$ cat config.mk
export PLATFORM = sky130hd
export DESIGN_NAME = iord_io_range_decoder
export DESIGN_NICKNAME = d
export VERILOG_FILES = /design/src/hdl/iord_pkg.sv /design/src/hdl/iord_io_range_decoder.sv
export SDC_FILE = /design/constraint.sdc
export NUM_CORES = 1
export LEC_CHECK = 0
export BUFFER_PORTS_ARGS = -buffer_cell sky130_fd_sc_hd__buf_2
export CAP_MARGIN = 20
export CORE_MARGIN = 5
export CORE_UTILIZATION = 50
export DETAILED_ROUTE_END_ITERATION = 16
export GPL_ROUTABILITY_DRIVEN = 0
export PLACE_DENSITY = 0.85
export SYNTH_ARGS = -nofsm -noshare
export SYNTH_HDL_FRONTEND = slang
export SYNTH_SLANG_ARGS = --single-unit
$ cat constraint.sdc
create_clock -name clock -period 5.9 [get_ports clock]
set_clock_uncertainty 0.15 [all_clocks]
set_input_delay 0.885 -clock clock [delete_from_list [all_inputs] [get_ports clock]]
set_output_delay 0.885 -clock clock [all_outputs]
set_load 0.01 [all_outputs]
$ cat src/hdl/iord_pkg.sv
package iord_pkg;

  // Register byte addresses on the AXI4-Lite slave
  localparam logic [7:0] CtlAddr0   = 8'h00;
  localparam logic [7:0] BaseAddr0  = 8'h04;
  localparam logic [7:0] CtlAddr1   = 8'h08;
  localparam logic [7:0] BaseAddr1  = 8'h0c;
  localparam logic [7:0] StatusAddr = 8'h10;

  // Reset values
  localparam logic [7:0] CtlReset  = 8'h00;
  localparam logic [7:0] BaseReset = 8'h00;

  // Control register fields
  localparam int CtlMaskLo   = 0;
  localparam int CtlMaskHi   = 4;
  localparam int CtlLatchBit = 5;
  localparam int CtlSlotBit  = 6;
  localparam int CtlWideBit  = 7;

  // Device register window inside the slot space (low 12 address bits)
  localparam logic [11:0] OwnRegLo = 12'hc80;
  localparam logic [11:0] OwnRegHi = 12'hcaf;

  // AXI response codes
  localparam logic [1:0] RespOkay   = 2'h0;
  localparam logic [1:0] RespSlvErr = 2'h2;

  // Programmed settings of one range
  typedef struct packed {
    logic [7:0] ctl;
    logic [7:0] base;
  } iord_range_s;

endpackage

$ cat src/hdl/iord_io_range_decoder.sv
// The implementer's own choices: the register addresses and the AXI4-Lite interface to the registers.
`timescale 1ns/1ps

// Operation
// - Two ranges, each with select output
// - Decode only while address enable low
// - Drive 32-bit indication on wide hits
// - No other bus control driven
// - Bit 5 picks strobe-latched or combinational
// - Data enables stay off outside registers
// - Control bits 4:0 mask base compare
// - No mask bits gives one doubleword
// - Base bits 5:0 map to address 7:2, bits 7:6 to address 9:8
// - Bit 6 selects slot-specific decode
// - General decode off when base 7:6 zero
// - Address 1:0 ignored; byte-enable parity gates data enable
// - Slot decode needs address 9:8 zero
// - Own registers at 0C80h to 0CAFh
module iord_io_range_decoder (
  // Clock, enable and reset
  input  wire logic        clock,
  input  wire logic        sys_rst,
  input  wire logic        clkEn,
  // AXI4-Lite register slave
  input  wire logic [7:0]  s_axi_awaddr,
  input  wire logic        s_axi_awvalid,
  output logic             s_axi_awready,
  input  wire logic [31:0] s_axi_wdata,
  input  wire logic [3:0]  s_axi_wstrb,
  input  wire logic        s_axi_wvalid,
  output logic             s_axi_wready,
  output logic [1:0]       s_axi_bresp,
  output logic             s_axi_bvalid,
  input  wire logic        s_axi_bready,
  input  wire logic [7:0]  s_axi_araddr,
  input  wire logic        s_axi_arvalid,
  output logic             s_axi_arready,
  output logic [31:0]      s_axi_rdata,
  output logic [1:0]       s_axi_rresp,
  output logic             s_axi_rvalid,
  input  wire logic        s_axi_rready,
  // Expansion bus pins (asynchronous, synchronised here except the byte enables)
  input  wire logic [15:0] latched_bus_address,
  input  wire logic [3:0]  latched_byte_enables_n,
  input  wire logic        addrEnable,
  input  wire logic        cmdStrobe_n,
  input  wire logic        ioRead_n,
  // Expansion bus and board outputs
  output logic [1:0]       range_select_n,
  output logic             ex32_n,
  output logic             ex32Oe,
  output logic             internal_data_out_enable
);

  // Input synchronisers: first stage read only by second stage
  logic [15:0] adrMeta_q; // Address, first stage
  logic [15:0] adr_q;     // Address, settled
  logic        aenMeta_q; // Address enable, first stage
  logic        aen_q;     // Address enable, settled
  logic        cmdMeta_q; // Command strobe, first stage
  logic        cmd_q;     // Command strobe, settled
  logic        rdMeta_q;  // Read strobe, first stage
  logic        rd_q;      // Read strobe, settled

  // Address pins; a torn word only lasts while the pins move
  always_ff @(posedge clock or posedge sys_rst) begin
    if (sys_rst) begin
      adrMeta_q <= 16'h0000;
      adr_q     <= 16'h0000;
    end else if (clkEn) begin
      adrMeta_q <= latched_bus_address;
      adr_q     <= adrMeta_q;
    end
  end

  // Strobe pins, idle high out of reset so no false edge follows
  always_ff @(posedge clock or posedge sys_rst) begin
    if (sys_rst) begin
      aenMeta_q <= 1'b1;
      aen_q     <= 1'b1;
      cmdMeta_q <= 1'b1;
      cmd_q     <= 1'b1;
      rdMeta_q  <= 1'b1;
      rd_q      <= 1'b1;
    end else if (clkEn) begin
      aenMeta_q <= addrEnable;
      aen_q     <= aenMeta_q;
      cmdMeta_q <= cmdStrobe_n;
      cmd_q     <= cmdMeta_q;
      rdMeta_q  <= ioRead_n;
      rd_q      <= rdMeta_q;
    end
  end

  // Byte enables play no part in the range decode; their parity gates the data enable
  logic unusedBe;
  assign unusedBe = ^latched_byte_enables_n;

  // Register file
  iord_pkg::iord_range_s range_q [2];
  logic [7:0] rawCtl [2];
  logic [7:0] rawBase [2];

  // AXI write channel state
  logic       awHeld_q, wHeld_q;
  logic [7:0] awAddr_q;
  logic [31:0] wData_q;
  logic [3:0] wStrb_q;
  logic       bValid_q;
  logic [1:0] bResp_q;
  logic       awRdy_q;  // Address channel open
  logic       wRdy_q;   // Data channel open

  logic awTake;
  logic wTake;
  logic doWrite;
  logic wrMapped;
  assign awTake  = s_axi_awvalid && awRdy_q;
  assign wTake   = s_axi_wvalid && wRdy_q;
  assign doWrite = awHeld_q && wHeld_q && !bValid_q;
  assign wrMapped = (awAddr_q == iord_pkg::CtlAddr0)
                 || (awAddr_q == iord_pkg::BaseAddr0)
                 || (awAddr_q == iord_pkg::CtlAddr1)
                 || (awAddr_q == iord_pkg::BaseAddr1);

  // Accept address and data in either order, answer after both
  always_ff @(posedge clock or posedge sys_rst) begin
    if (sys_rst) begin
      awHeld_q <= 1'b0;
      wHeld_q  <= 1'b0;
      awAddr_q <= 8'h00;
      wData_q  <= 32'h00000000;
      wStrb_q  <= 4'h0;
      bValid_q <= 1'b0;
      bResp_q  <= iord_pkg::RespOkay;
      awRdy_q  <= 1'b1;
      wRdy_q   <= 1'b1;
    end else if (clkEn) begin
      if (awTake) begin
        awHeld_q <= 1'b1;
        awRdy_q  <= 1'b0;
        awAddr_q <= s_axi_awaddr;
      end
      if (wTake) begin
        wHeld_q <= 1'b1;
        wRdy_q  <= 1'b0;
        wData_q <= s_axi_wdata;
        wStrb_q <= s_axi_wstrb;
      end
      if (doWrite) begin
        awHeld_q <= 1'b0;
        wHeld_q  <= 1'b0;
        bValid_q <= 1'b1;
        bResp_q  <= wrMapped ? iord_pkg::RespOkay : iord_pkg::RespSlvErr;
      end else if (bValid_q && s_axi_bready) begin
        bValid_q <= 1'b0;
        awRdy_q  <= 1'b1;
        wRdy_q   <= 1'b1;
      end
    end
  end

  // Range registers, low byte lane only
  genvar gi;
  generate
    for (gi = 0; gi < 2; gi++) begin : gRange
      logic [7:0] ctlAddr, baseAddr;
      assign ctlAddr  = gi ? iord_pkg::CtlAddr1 : iord_pkg::CtlAddr0;
      assign baseAddr = gi ? iord_pkg::BaseAddr1 : iord_pkg::BaseAddr0;
      assign rawCtl[gi]  = range_q[gi].ctl;
      assign rawBase[gi] = range_q[gi].base;
      always_ff @(posedge clock or posedge sys_rst) begin
        if (sys_rst) begin
          range_q[gi].ctl  <= iord_pkg::CtlReset;
          range_q[gi].base <= iord_pkg::BaseReset;
        end else if (clkEn && doWrite && wStrb_q[0]) begin
          if (awAddr_q == ctlAddr)
            range_q[gi].ctl <= wData_q[7:0];
          if (awAddr_q == baseAddr)
            range_q[gi].base <= wData_q[7:0];
        end
      end
    end
  endgenerate

  // Read channel
  logic        rValid_q;
  logic        arRdy_q;  // Read address channel open
  logic [31:0] rData_q;
  logic [1:0]  rResp_q;
  logic        arTake, rdMapped;
  logic        isCtl0, isBase0, isCtl1, isBase1, isStat;
  logic [31:0] rdWord;
  logic [1:0]  selState;
  assign arTake = s_axi_arvalid && arRdy_q;
  // One strobe per readable word
  assign isCtl0  = s_axi_araddr == iord_pkg::CtlAddr0;
  assign isBase0 = s_axi_araddr == iord_pkg::BaseAddr0;
  assign isCtl1  = s_axi_araddr == iord_pkg::CtlAddr1;
  assign isBase1 = s_axi_araddr == iord_pkg::BaseAddr1;
  assign isStat  = s_axi_araddr == iord_pkg::StatusAddr;
  assign rdMapped = isCtl0 || isBase0 || isCtl1 || isBase1 || isStat;
  // Status shows live wide flag, data enable and selects
  assign rdWord =
    isCtl0  ? {24'h000000, rawCtl[0]}  :
    isBase0 ? {24'h000000, rawBase[0]} :
    isCtl1  ? {24'h000000, rawCtl[1]}  :
    isBase1 ? {24'h000000, rawBase[1]} :
    isStat  ? {28'h0000000, !ex32_n, internal_data_out_enable, selState} :
    32'h00000000;

  always_ff @(posedge clock or posedge sys_rst) begin
    if (sys_rst) begin
      rValid_q <= 1'b0;
      rData_q  <= 32'h00000000;
      rResp_q  <= iord_pkg::RespOkay;
      arRdy_q  <= 1'b1;
    end else if (clkEn) begin
      if (arTake) begin
        rValid_q <= 1'b1;
        arRdy_q  <= 1'b0;
        rData_q  <= rdWord;
        rResp_q  <= rdMapped ? iord_pkg::RespOkay : iord_pkg::RespSlvErr;
      end else if (rValid_q && s_axi_rready) begin
        rValid_q <= 1'b0;
        arRdy_q  <= 1'b1;
      end
    end
  end

  // Bus outputs, all straight from registers
  assign s_axi_awready = awRdy_q;
  assign s_axi_wready  = wRdy_q;
  assign s_axi_bvalid  = bValid_q;
  assign s_axi_bresp   = bResp_q;
  assign s_axi_arready = arRdy_q;
  assign s_axi_rvalid  = rValid_q;
  assign s_axi_rdata   = rData_q;
  assign s_axi_rresp   = rResp_q;

  // Address decode per range
  logic [1:0] hit;
  logic [1:0] latchMode;
  logic [1:0] wide;
  logic       busOk;
  assign busOk = !aen_q;

  generate
    for (gi = 0; gi < 2; gi++) begin : gDec
      logic [5:0] mask, cmp;
      logic       slot, enGen;
      // Set mask bits drop base bits from the compare
      assign mask = {{2{rawCtl[gi][iord_pkg::CtlMaskHi]}},
                     rawCtl[gi][3:iord_pkg::CtlMaskLo]};
      // Base 5:4 against address 7:6, base 3:0 against 5:2
      assign cmp = (rawBase[gi][5:0] ^ adr_q[7:2]) & ~mask;
      assign slot = rawCtl[gi][iord_pkg::CtlSlotBit];
      assign enGen = |rawBase[gi][7:6];
      // Slot mode: address 9:8 zero, slot nibble left to qualification
      assign hit[gi] = busOk && (cmp == 6'h00) &&
        (slot ? (adr_q[9:8] == 2'h0)
              : (enGen && adr_q[9:8] == rawBase[gi][7:6]));
      assign latchMode[gi] = rawCtl[gi][iord_pkg::CtlLatchBit];
      assign wide[gi] = rawCtl[gi][iord_pkg::CtlWideBit];
    end
  endgenerate

  // Select outputs, latched across the command strobe when asked
  logic [1:0] sel_q, held_q;
  logic       cmdFall;
  logic       cmdPrev_q;
  assign cmdFall = cmdPrev_q && !cmd_q;

  generate
    for (gi = 0; gi < 2; gi++) begin : gSel
      always_ff @(posedge clock or posedge sys_rst) begin
        if (sys_rst) begin
          held_q[gi] <= 1'b0;
          sel_q[gi]  <= 1'b0;
        end else if (clkEn) begin
          if (cmd_q)
            held_q[gi] <= 1'b0;
          else if (cmdFall)
            held_q[gi] <= hit[gi];
          sel_q[gi] <= latchMode[gi] ?
            (cmdFall ? hit[gi] : (held_q[gi] && !cmd_q))
            : hit[gi];
        end
      end
    end
  endgenerate
  assign selState = sel_q;

  // Own register window decode and output stage
  logic ownSpace, anySel, anyWide;
  assign ownSpace = busOk && (adr_q[9:8] == 2'h0) &&
    (adr_q[11:0] >= iord_pkg::OwnRegLo) &&
    (adr_q[11:0] <= iord_pkg::OwnRegHi);
  assign anySel  = |sel_q;
  assign anyWide = |(sel_q & wide);

  logic [1:0] selN_q;
  logic       ex32n_q, ex32oe_q, internal_data_out_enable_q;

  // Previous strobe level for the falling-edge detect
  always_ff @(posedge clock or posedge sys_rst) begin
    if (sys_rst)
      cmdPrev_q <= 1'b1;
    else if (clkEn)
      cmdPrev_q <= cmd_q;
  end

  // Active-low selects, all released in reset
  always_ff @(posedge clock or posedge sys_rst) begin
    if (sys_rst)
      selN_q <= 2'h3;
    else if (clkEn)
      selN_q <= ~sel_q;
  end

  // Width answer, driven only while a range is selected
  always_ff @(posedge clock or posedge sys_rst) begin
    if (sys_rst) begin
      ex32n_q  <= 1'b1;
      ex32oe_q <= 1'b0;
    end else if (clkEn) begin
      ex32n_q  <= !anyWide;
      ex32oe_q <= anySel;
    end
  end

  // Data enables only for reads of the own window
  always_ff @(posedge clock or posedge sys_rst) begin
    if (sys_rst)
      internal_data_out_enable_q <= 1'b0;
    else if (clkEn)
      internal_data_out_enable_q <= ownSpace && !rd_q && !cmd_q && !unusedBe;
  end

  // Pins, each from its own register
  assign range_select_n           = selN_q;
  assign ex32_n                   = ex32n_q;
  assign ex32Oe                   = ex32oe_q;
  assign internal_data_out_enable = internal_data_out_enable_q;

endmodule

Yosys cells after proc, flatten, opt, wreduce, memory -nomap -nowiden

Cells that the tools add are included.

$lt $le $gt $ge: 2
Eq/ne operators: 9
Bitwise gates (word level): 8
Multiplexer cells: 33
Reduce and logical (&&, ||, !) cells: 66

Operator list:

| cell                 | count |
|---|---|
| $eq 8x4->1 const B   | 4 |
| $mux 8               | 4 |
| $mux 1               | 26 |
| $reduce_and 2->1     | 13 |
| $logic_and 1x1->1    | 24 |
| $eq 8x3->1 const B   | 2 |
| $logic_not 8->1      | 2 |
| $and 6x6->6          | 2 |
| $ge 12x12->1 const B | 1 |
| $le 12x12->1 const B | 1 |
| $logic_not 6->1      | 2 |
| $not 6->6            | 2 |
| $xor 6x6->6          | 2 |
| $reduce_bool 2->1    | 5 |
| $eq 8x5->1 const B   | 1 |
| $reduce_or 2->1      | 4 |
| $logic_not 1->1      | 7 |
| $logic_or 1x1->1     | 7 |
| $eq 2x2->1           | 2 |
| $mux 2               | 2 |
| $mux 4               | 1 |
| $reduce_xor 4->1     | 1 |
| $and 2x2->2          | 1 |
| $logic_not 2->1      | 1 |
| $not 2->2            | 1 |

Logic and storage cells: 152
Bits in registers: 132
Bits of input ports: 83

Longest topological paths before layout

Gate-level depths: netlist of the first run.

Word-level depth: 7
Gate-level depth with buffers: 7

Worst setup path before layout of the first run

No wires, ideal clock.

Path kind: input port to flip-flop
Start point: in clkEn
End point: reg range_q, in the netlist gDec[0].mask[0]
Data arrival time: 2.375 ns
Path slack: 3.251 ns
Buffers on the path: 2
Stages: 7
Setup time: 0.125 ns
Path through: buf_2 clkinv_4 nor4_4 and4b_2 and2_1 buf_6 mux2_2

Cells in the longest elaborated chain, start to end: 3

RTL lines:

| element                           | line                         | RTL |
|---|---|---|
| start, declared                   | iord_io_range_decoder.sv:23  | `input wire logic clkEn,` |
| $logic_and 1x1->1 (2 in series)   | iord_io_range_decoder.sv:176 | `end else if (clkEn && doWrite && wStrb_q[0]) begin` |
| $reduce_and 2->1 (no source line) | n/a                          |  |
| end, declared                     | iord_io_range_decoder.sv:100 | `iord_pkg::iord_range_s range_q [2];` |

No other way between the ends.
A chain may end at the register's enable or synchronous reset.

Worst setup path after layout of the first run

Start point: in clkEn
End point: reg range_q, in the netlist gDec[0].mask[2]

Same word-level chain as after synthesis.

==> qor.txt, run 1 <==
Initial Util - 0.517
kind of critical path - in -> reg
NetSw - 0.502 mW
ant diodes - 0
clock share of power - 0.273
Post-synth EDFFs - 0
worst hold slack - 0.334 ns
Initial DRT Pass Iterations - 5
Area growth syn-to-layout - 11.7%
hold_sp - s_axi_rdata[2]
area used by multi-input combinational logic - 0.00201 mm²
Ports - 129
Die Wd - 108 µm
status - completed
number of synthesized register bits - 102
Static Leak - 2.52 nW
final hold violations - 0
Worst-path clk slew - 0.10 ns
CTS resizes - 0
worst reg2reg path startpoint - awAddr_q[1]
Vias/cell - 5.28
relative slew slack - 0.474
Fmax achieved - 0.371 GHz
# hold bufs at CTS - 0
Synth Cell Area - 0.00480 mm²
die area - 0.0117 mm²
Cells after Synth - 382
clock latency on the worst-skew pair - 0.38 ns
final setup fails - 0
layout net count - 530
Routed WL - 9.52 mm
CTS tree - built
num rows - 35
DPL Wire Length - 7.05 mm
largest net degree at the start of global routing - 65
H-tree depth - 3
Fillers - 800
Core Area - 0.00928 mm²
die span in y - 108 µm
unrepaired setup endpoints after global routing - no
aggregate global routing overflow - 0
required time of the critical path - 6.02 ns
Gate power share - 0.166
Setup Fix Bufs, Post-CTS - 0
crit-path max FO - 12
Hold Path End - s_axi_rdata[2]
remaining antenna violation count - 0
layout cells sized above 1 - 0.414
path depth of the worst reg2reg path - 5
setup TNS - 0 ns
YS warnings - 0
period utilisation layout - 0.457
register area share after synthesis - 0.535
leading post-synthesis cells by cell area - dfrtp_1, mux2_2, dfstp_2
total track usage - 0.171
Pwr Density - 315 mW/mm²
DRC viols - 0
internal power - 1.19 mW
WHS Path Cells - 2
Pins Over Slew Limit - 0
FF+latch area - 0.00257 mm²
IO buf count - 69
vias in the first global route - 3170
crit end category - flip-flop
Startpoint Class - primary input
post-synth cell types - 52
first-pass GRT wire length - 15.5 mm
Main synth FF type - dfrtp_1
Yosys top cell by area - dfrtp_1
WL per Instance - 16.4 µm
DR iter-0 viols - 151
worst reg2reg setup slack - 3.41 ns
minimum clock period - 2.70 ns
Peak VDD IR - 0.220 mV
Slew @ Worst Pin - 0.789 ns
total number of vias - 3066
CTS buffer count - 9
Max Root-Sink Buffers - 2
switching share of power - 0.297
Avg Inst Size Synth - 12.6 µm²
Hold WC Path Type - reg -> reg
Yosys top cell area share - 0.464
Max-Cap Viols - 0
worst path arrival time - 2.81 ns
r2r endpoint - gDec[0].mask[2]
initial antenna violation count - 0
Clock Sinks - 102
Root Buffer - clkbuf_8
async set or reset register ratio after synthesis - 1.00
sequential share of power - 0.562
==> per-stage QoR <==
stage	instance area, µm²	power (mW)	util	instances	setup slack, ns
floorplan	4890	1.15	-	407	2.21
global placement	5140	1.22	0.554	565	2.82
detailed placement	5140	1.24	0.554	565	2.79
CTS	5360	1.70	0.577	581	3.19
global route	5360	1.78	0.577	581	3.09
finish	5360	1.69	0.577	581	3.20
==> sequential cells by signal, summed over array words and instances, names as in the netlist, 2 cells and up <==
register / flops
range_q: 18
adrMeta_q: 10
adr_q: 10
gDec.mask: 10
awAddr_q: 8
s_axi_rdata: 8
wData_q: 8
gDec.slot: 2
held_q: 2
latchMode: 2
range_select_n: 2
selState: 2
==> cell type report <==
class / count / share of cell area
Clock inverter: 7 / 0.0173
Timing Repair Buffer: 71 / 0.0673
Tap cell: 129 / 0.0301
Inverter: 9 / 0.00771
Sequential cell: 102 / 0.479
Clock buffer: 9 / 0.0231
Multi-Input combinational cell: 254 / 0.375
==> power by group through the flow <==
stage               clock [mW]  combinational [mW]  sequential, mW
global route             0.502               0.313           0.964
global placement             0               0.270           0.950
finish                   0.461               0.280           0.949
CTS                      0.474               0.284           0.947
floorplan                    0               0.225           0.925
detailed placement           0               0.283           0.961
==> routing by layer <==
| metal | vias to the layer above | GRT usage | part of all wire |
|---|---|---|---|
| met2 | 121 | 0.278 | 0.47 |
| met4 | 0 | 0.0595 | 0.014 |
| li1 | 1453 | - | - |
| met3 | 18 | 0.0531 | 0.085 |
| met5 | - | 0 | 0 |
| met1 | 1474 | 0.218 | 0.43 |
==> cells in the final DEF, fill, tap and decap left out, drive strengths merged, types with 3 or more instances in the layout <==
cell	n
nor2	13
xnor2	14
inv	10
a21oi	8
nor2b	4
mux2i	4
mux4	4
clkinv	5
buf	71
nor3	3
clkbuf	9
o21ai	24
o41ai	4
nand4	4
a32o	3
and2	3
nand2	24
nand3	7
dfrtp	89
xor2	3
a21o	3
o22ai	4
dfstp	13
nor4bb	3
conb	26
mux2	74
==> worst max-delay path, cell delays in order <==
cell and delay, ns:
buf_2 0.12, clkinv_4 0.11, nor4_4 0.51, and4b_2 0.36, and2_1 0.42, mux2_2 0.40
==> synthesized netlist by cell type, types with 2 or more instances <==
master    instances
a21o_1            3
a21oi_1           8
a31oi_1           2
a32o_1            3
and2_1            3
buf_1             3
buf_4            27
buf_6             2
clkbuf_1          9
dfrtp_1          89
dfstp_2          13
inv_1             8
mux2_2           66
mux2_4            8
mux2i_1           4
mux4_2            4
nand2_1          24
nand2b_1          2
nand3_1           7
nand4_1           3
nor2_1           12
nor2b_1           4
nor3_1            2
nor4bb_1          3
o21ai_0          24
o22ai_1           4
o41ai_1           4
or3_1             2
xnor2_1          14
xor2_1            3
==> logic make-up after synthesis <==
family                 after synthesis  share of synthesized area
AO/OA/AOI/OAI                       57                     0.0756
XOR/XNOR                            17                     0.0310
buffers and inverters               51                     0.0654
flip-flops                         102                      0.535
multiplexers                        82                      0.207
other                                1                   0.000782
AND/OR/NAND/NOR                     72                     0.0847
==> worst max path at each step <==
stage	cells after the start	start	endpoint	slack [ns]
finish	6	clkEn	gDec[0].mask[2]	3.20
CTS	6	clkEn	gDec[0].mask[2]	3.19
global route	6	clkEn	gDec[0].mask[2]	3.09
global placement	6	clkEn	gDec[0].mask[0]	2.82
floorplan	1	sys_rst	adrMeta_q[10]	2.21
detailed placement	6	clkEn	gDec[0].mask[2]	2.79
Power figures use the tool's default switching activity.
==> inputs of run 2 (changes only) <==
--- a/config.mk
+++ b/config.mk
@@ -5,13 +5,14 @@
 export SDC_FILE = /design/constraint.sdc
 export NUM_CORES = 1
 export LEC_CHECK = 0
+export ABC_AREA = 1
 export BUFFER_PORTS_ARGS = -buffer_cell sky130_fd_sc_hd__buf_2
 export CAP_MARGIN = 20
 export CORE_MARGIN = 5
 export CORE_UTILIZATION = 50
 export DETAILED_ROUTE_END_ITERATION = 16
 export GPL_ROUTABILITY_DRIVEN = 0
-export PLACE_DENSITY = 0.85
+export PLACE_DENSITY = 0.84
 export SYNTH_ARGS = -nofsm -noshare
 export SYNTH_HDL_FRONTEND = slang
 export SYNTH_SLANG_ARGS = --single-unit
==> constraint.sdc (replaced) <==
create_clock -name clock -period 2.7 [get_ports clock]
set_clock_uncertainty 0.15 [all_clocks]
set_input_delay 0.405 -clock clock [delete_from_list [all_inputs] [get_ports clock]]
set_output_delay 0.405 -clock clock [all_outputs]
set_load 0.01 [all_outputs]
==> qor.txt, run 2 <==
status - finished, violations left
failing checks - hold timing
# hold bufs at CTS - 0 (unchanged)
register area share after synthesis - 0.509 (-0.0268)
relative slew slack - 0.637 (+0.163)
period utilisation layout - 0.675
CP startpoint - awAddr_q[0]
Fillers - 861 (+7.6%)
Static Leak - 2.82 nW (+12%)
Die Wd - 111 µm (+2.4%)
top cells by count, synth - nand2_1, dfrtp_1, inv_1
Ports - 129 (unchanged)
total track usage - 0.191 (+0.0198)
Synth Cell Area - 0.00505 mm² (+5.3%)
Area growth syn-to-layout - 11.9%
YS warnings - 0 (unchanged)
Pwr Density - 803 mW/mm² (+150%)
Core Area - 0.00982 mm² (+5.8%)
clock share of power - 0.253 (-0.020)
minimum clock period - 1.82 ns
largest net degree at the start of global routing - 103 (+58%)
Routed WL - 11.5 mm (+20%)
crit end category - flip-flop
total number of vias - 4195 (+37%)
internal power - 2.99 mW (+150%)
DPL Wire Length - 8.43 mm (+20%)
die span in y - 111 µm (+2.4%)
Vias/cell - 5.13 (-2.8%)
H-tree depth - 3 (unchanged)
Yosys top cell by area - dfrtp_1
required time of the critical path - 2.80 ns (-3.22 ns)
die area - 0.0122 mm² (+4.8%)
setup TNS - 0 ns (unchanged)
Root Buffer - clkbuf_8
CTS buffer count - 9 (unchanged)
switching share of power - 0.341 (+0.0444)
NetSw - 1.55 mW (+210%)
final setup fails - 0 (unchanged)
kind of critical path - reg -> reg
number of synthesized register bits - 102 (unchanged)
first-pass GRT wire length - 19.3 mm (+24%)
DRC viols - 0 (unchanged)
Fmax achieved - 0.549 GHz
worst setup margin - 0.878 ns (-2.33 ns)
Peak VDD IR - 0.472 mV (+110%)
CTS tree - built
Avg Inst Size Synth - 8.24 µm² (-34%)
unrepaired setup endpoints after global routing - no
remaining antenna violation count - 0 (unchanged)
path depth of the worst reg2reg path - 6 (+1)
Yosys top cell area share - 0.441 (-0.0232)
WL per Instance - 14.0 µm (-15%)
r2r endpoint - gDec[0].slot
Reg with most FFs - range_q
Placed Cells - 802 (+42%)
num rows - 36 (+2.9%)
vias in the first global route - 4117 (+30%)
fin cells - 818 (+41%)
Setup Fix Bufs, Post-CTS - 0 (unchanged)
CTS resizes - 0 (unchanged)
DP Area - 0.00541 mm² (+5.3%)
Initial DRT Pass Iterations - 5 (unchanged)
leading post-synthesis cells by cell area - dfrtp_1, nand2_1, dfstp_2
layout cells sized above 1 - 0.223 (-0.190)
Post-synth EDFFs - 0 (unchanged)
Hold WC Path Type - in -> async
Cells after Synth - 613 (+60%)
layout net count - 763 (+44%)
Pins Over Slew Limit - 0 (unchanged)
Initial Util - 0.514 (-0.00245)
Gate power share - 0.262 (+0.096)
async set or reset register ratio after synthesis - 1.00 (unchanged)
IO buf count - 69 (unchanged)
Main synth FF type - dfrtp_1
ant diodes - 0 (unchanged)
final instance area - 0.00565 mm² (+5.5%)
post-synth cell types - 38 (-27%)
max reg flops - 18 (unchanged)
Max-Cap Viols - 0 (unchanged)
Clock Sinks - 102 (unchanged)
most common cell in the synthesized netlist - nand2_1
Startpoint Class - flip-flop
DR iter-0 viols - 333 (+120%)
Max Root-Sink Buffers - 2 (unchanged)
crit-path max FO - 16 (+4)
worst reg2reg path startpoint - awAddr_q[0]
worst reg2reg setup slack - 0.88 ns (-2.53 ns)
Worst-path clk slew - 0.10 ns (about the same)
Setup WS pre-CTS - 0.720 ns (-2.07 ns)
worst path arrival time - 1.92 ns (-0.89 ns)
clock latency on the worst-skew pair - 0.37 ns (about the same)
worst hold slack - -0.00278 ns (-0.337 ns)
final hold violations - 1 (+1)
Slew @ Worst Pin - 0.545 ns (-0.245 ns)
most common cell after layout, fill and taps aside - nand2_1
sequential share of power - 0.485 (-0.077)
most frequent cells in the layout - nand2_1, dfrtp_1, buf_2
aggregate global routing overflow - 0 (unchanged)
initial antenna violation count - 0 (unchanged)
## run 2: cell count changes after synthesis, sizes merged, moves of 11 or more
cell / change
o21ai: +53
inv: +65
nand2: +181
nand3: +38
nor2: +11
mux2: -73
xnor2: -12
## run 2: worst max-delay path, stage by stage (launching register included)
cell,delay (ns)
dfrtp_1,0.39
or2_4,0.27
nand3b_4,0.17
nor3_2,0.14
nand2_2,0.31
nand2_1,0.20
o21ai_2,0.07
## run 2: routing by layer
layer	global-route usage	wire length (µm)	up-vias
li1	-	-	2016
met1	0.254	4970	1958
met2	0.305	5240	187
met3	0.0399	915	34
met4	0.0788	325	0
met5	0	0	-
## run 2: power groups by stage
stage | sequential, mW | combinational [mW] | clock, mW
after floorplan | 2.20 | 0.837 | 0
final | 2.20 | 1.19 | 1.15
after global routing | 2.25 | 1.35 | 1.22
after global placement | 2.20 | 1.13 | 0
after detailed placement | 2.23 | 1.19 | 0
after CTS | 2.20 | 1.20 | 1.15
## run 2: stage by stage
step                      total power [mW]  utilization
after detailed placement              3.42        0.551
after floorplan                       3.04            -
final                                 4.54        0.576
after CTS                             4.55        0.576
after global routing                  4.81        0.576
after global placement                3.33        0.551
## run 2: final cells by class
class | instances | area (µm²) | area share
flip-flops and latches | 102 | 2570 | 0.455
multi-input cells | 420 | 2010 | 0.355
repair buffers | 73 | 388 | 0.0686
inverters | 74 | 282 | 0.0498
well taps | 133 | 166 | 0.0294
clock buffers | 10 | 128 | 0.0226
clock inverters | 6 | 111 | 0.0197
## run 2: cells by family (layout without fill, tap and decap cells)
| kind of cell | count (synthesis) | after routing | share of synthesized area |
|---|---|---|---|
| AOI/OAI and AO/OA | 97 | 97 | 0.114 |
| xor gates and xnor gates | 3 | 3 | 0.00520 |
| buffers and inverters | 116 | 163 | 0.112 |
| DFF | 102 | 102 | 0.509 |
| muxes | 1 | 1 | 0.00223 |
| other | 1 | 26 | 0.000742 |
| and+or+nand+nor | 293 | 293 | 0.257 |
## run 2: worst max path at each step
stage / endpoint / slack (ns) / cells after the start
floorplan: adrMeta_q[10] / 0.94 / 1
global placement: gDec[0].mask[4] / 0.79 / 6
detailed placement: gDec[0].mask[3] / 0.72 / 6
CTS: gDec[0].slot / 0.85 / 6
global route: gDec[0].slot / 0.75 / 6
finish: gDec[0].slot / 0.88 / 6
==> inputs of run 3 (changes only) <==
--- a/config.mk
+++ b/config.mk
@@ -5,14 +5,14 @@
 export SDC_FILE = /design/constraint.sdc
 export NUM_CORES = 1
 export LEC_CHECK = 0
-export ABC_AREA = 1
+export ABC_AREA = 0
 export BUFFER_PORTS_ARGS = -buffer_cell sky130_fd_sc_hd__buf_2
 export CAP_MARGIN = 20
 export CORE_MARGIN = 5
 export CORE_UTILIZATION = 50
 export DETAILED_ROUTE_END_ITERATION = 16
 export GPL_ROUTABILITY_DRIVEN = 0
-export PLACE_DENSITY = 0.84
+export PLACE_DENSITY = 0.85
 export SYNTH_ARGS = -nofsm -noshare
 export SYNTH_HDL_FRONTEND = slang
 export SYNTH_SLANG_ARGS = --single-unit
==> constraint.sdc (replaced) <==
create_clock -name clock -period 1.7 [get_ports clock]
set_clock_uncertainty 0.15 [all_clocks]
set_input_delay 0.255 -clock clock [delete_from_list [all_inputs] [get_ports clock]]
set_output_delay 0.255 -clock clock [all_outputs]
set_load 0.01 [all_outputs]
==> qor.txt, run 3 (synthesis results as in run 1) <==
status - finished, violations left
failing checks - setup timing
Ports - 129 (unchanged)
Area growth syn-to-layout - 25.8%
first-pass GRT wire length - 18.0 mm (-6.8%)
Max-Cap Viols - 0 (unchanged)
crit end category - flip-flop
unrepaired setup endpoints after global routing - yes
Initial Util - 0.517 (+0.00245)
Clock Sinks - 102 (unchanged)
FF+latch area - 0.00257 mm² (about the same)
total number of vias - 3381 (-19%)
aggregate global routing overflow - 0 (unchanged)
ant diodes - 0 (unchanged)
vias in the first global route - 3543 (-14%)
CP bufs+invs - 0 (unchanged)
worst setup margin - -0.537 ns (-1.42 ns)
CTS tree - built
CTS buffer count - 9 (unchanged)
Fillers - 697 (-19%)
total track usage - 0.198 (+0.00687)
crit-path cells - or4_4 -> nor3_4 -> and4b_2 -> and2_4 -> mux2_4
Placed Cells - 587 (-27%)
die span in y - 108 µm (-2.3%)
most common cell after layout, fill and taps aside - dfrtp_1
area used by multi-input combinational logic - 0.00215 mm² (+7.3%)
Vias/cell - 5.27 (+2.9%)
clock latency on the worst-skew pair - 0.36 ns (about the same)
num rows - 35 (-2.8%)
crit-path max cell delay - 0.55 ns (+0.16 ns)
Routed WL - 11.2 mm (-2.6%)
Reg with most FFs - range_q
Worst-path clk slew - 0.10 ns (about the same)
r2r endpoint - gDec[0].mask[1]
DPL Wire Length - 7.70 mm (-8.7%)
kind of critical path - reg -> reg
Peak VDD IR - 0.635 mV (+35%)
initial antenna violation count - 0 (unchanged)
worst path arrival time - 2.33 ns (+0.41 ns)
Die Wd - 108 µm (-2.3%)
Static Leak - 2.80 nW (-0.77%)
Max Root-Sink Buffers - 2 (unchanged)
relative slew slack - 0.659 (+0.0216)
worst reg2reg path startpoint - awAddr_q[6]
Initial DRT Pass Iterations - 4 (-1)
period utilisation layout - 1.32 (+0.641)
final instance area - 0.00604 mm² (+6.8%)
H-tree depth - 3 (unchanged)
cell family with most CP delay - simple AND/OR/NAND/NOR gates
layout cells sized above 1 - 0.441 (+0.218)
final setup fails - 34 (+34)
Hold Path End - s_axi_rvalid
max reg flops - 18 (unchanged)
WL per Instance - 17.4 µm (+24%)
hold_sp - s_axi_rready
Hold WC Path Type - in -> reg
largest net degree at the start of global routing - 48 (-53%)
layout net count - 590 (-23%)
die area - 0.0117 mm² (-4.6%)
Pwr Density - 997 mW/mm² (+24%)
fin cells - 641 (-22%)
final hold violations - 0 (-1)
total power draw - 6.02 mW (+33%)
Root Buffer - clkbuf_8
Core Area - 0.00928 mm² (-5.5%)
DRC viols - 0 (unchanged)
required time of the critical path - 1.79 ns (-1.01 ns)
final core area utilization - 0.650 (+0.0747)
IO buf count - 69 (unchanged)
Slew @ Worst Pin - 0.512 ns (-0.0324 ns)
Startpoint Class - flip-flop
Pins Over Slew Limit - 0 (unchanged)
remaining antenna violation count - 0 (unchanged)
DP Area - 0.00542 mm² (about the same)
WHS Path Cells - 4
most frequent cells in the layout - dfrtp_1, buf_2, mux2_2
path depth of the worst reg2reg path - 5 (-1)
minimum clock period - 2.24 ns (+0.415 ns)
worst reg2reg setup slack - -0.54 ns (-1.42 ns)
critical path's slowest cell - or4_4
DR iter-0 viols - 223 (-33%)
Fmax achieved - 0.447 GHz (-19%)
crit-path max FO - 8 (-8)
-- run 3: cell types whose count changed in the layout (fill, tap and decap cells not counted), moves of 9 or more --
cell,delta
xnor2_1,+12
buf_4,+23
nand2_2,-9
nand3_1,-38
mux2_2,+44
inv_1,-58
o21ai_2,-13
nand2_1,-172
o21ai_0,-16
o21ai_1,-24
mux2_4,+29
dlygate4sd3_1,+32
-- run 3: per-stage QoR --
stage / hold slack (ns) / setup TNS, ns / setup slack (ns)
global route: 0.0293 / -18.35 / -0.608
floorplan: 0.179 / -12.70 / -0.463
CTS: 0.0136 / -17.04 / -0.590
global placement: 0.110 / -15.05 / -0.568
detailed placement: 0.122 / -17.70 / -0.650
finish: 0.0238 / -15.91 / -0.537
-- run 3: worst register-to-register path, stage by stage, from the launching register on --
cell     delay, ns
dfrtp_1       0.39
or4_4         0.55
nor3_4        0.17
and4b_2       0.28
and2_4        0.27
mux2_4        0.32
-- run 3: how the worst max path moves through the flow --
| stage | start | slack [ns] | endpoint | depth (start not counted) |
|---|---|---|---|---|
| 2_1_floorplan | awAddr_q[1] | -0.46 | gDec[0].mask[0] | 6 |
| 3_3_place_gp | awAddr_q[1] | -0.57 | gDec[1].slot | 5 |
| 3_5_place_dp | awAddr_q[1] | -0.65 | gDec[1].mask[3] | 5 |
| 4_1_cts | awAddr_q[6] | -0.59 | gDec[0].slot | 5 |
| 5_1_grt | awAddr_q[6] | -0.61 | range_q[31] | 5 |
| 6_report | awAddr_q[6] | -0.54 | gDec[0].mask[1] | 5 |
-- run 3: power breakdown --
| group | leakage (nW) | switching (mW) | total, mW | internal (mW) |
|---|---|---|---|---|
| Clock | 0.0857 | 0.818 | 1.39 | 0.574 |
| Combinational | 1.44 | 0.555 | 1.32 | 0.766 |
| Sequential | 1.27 | 0.433 | 3.30 | 2.87 |
| Total | 2.80 | 1.81 | 6.02 | 4.21 |
-- run 3: final cells by class --
type	instances	area share
well taps	129	0.0267
clock buffers	11	0.0234
multi-input cells	254	0.357
flip-flops and latches	102	0.426
repair buffers	131	0.154
clock inverters	5	0.00560
inverters	9	0.00705
-- run 3: what timing repair did --
action                                  in CTS  in global routing
hold buffers                                32                  0
cloned                                       0                  0
resized for setup                           21                 10
pin swaps                                    6                  9
hold endpoints to repair                    42                  0
setup buffers                                3                  5
endpoints found under the setup margin      34                 35
-- run 3: routing by layer --
layer  routed length, µm  track usage
met1                4450        0.247
met5                   0            0
met4                 181       0.0775
met3                 930       0.0454
met2                5600        0.334
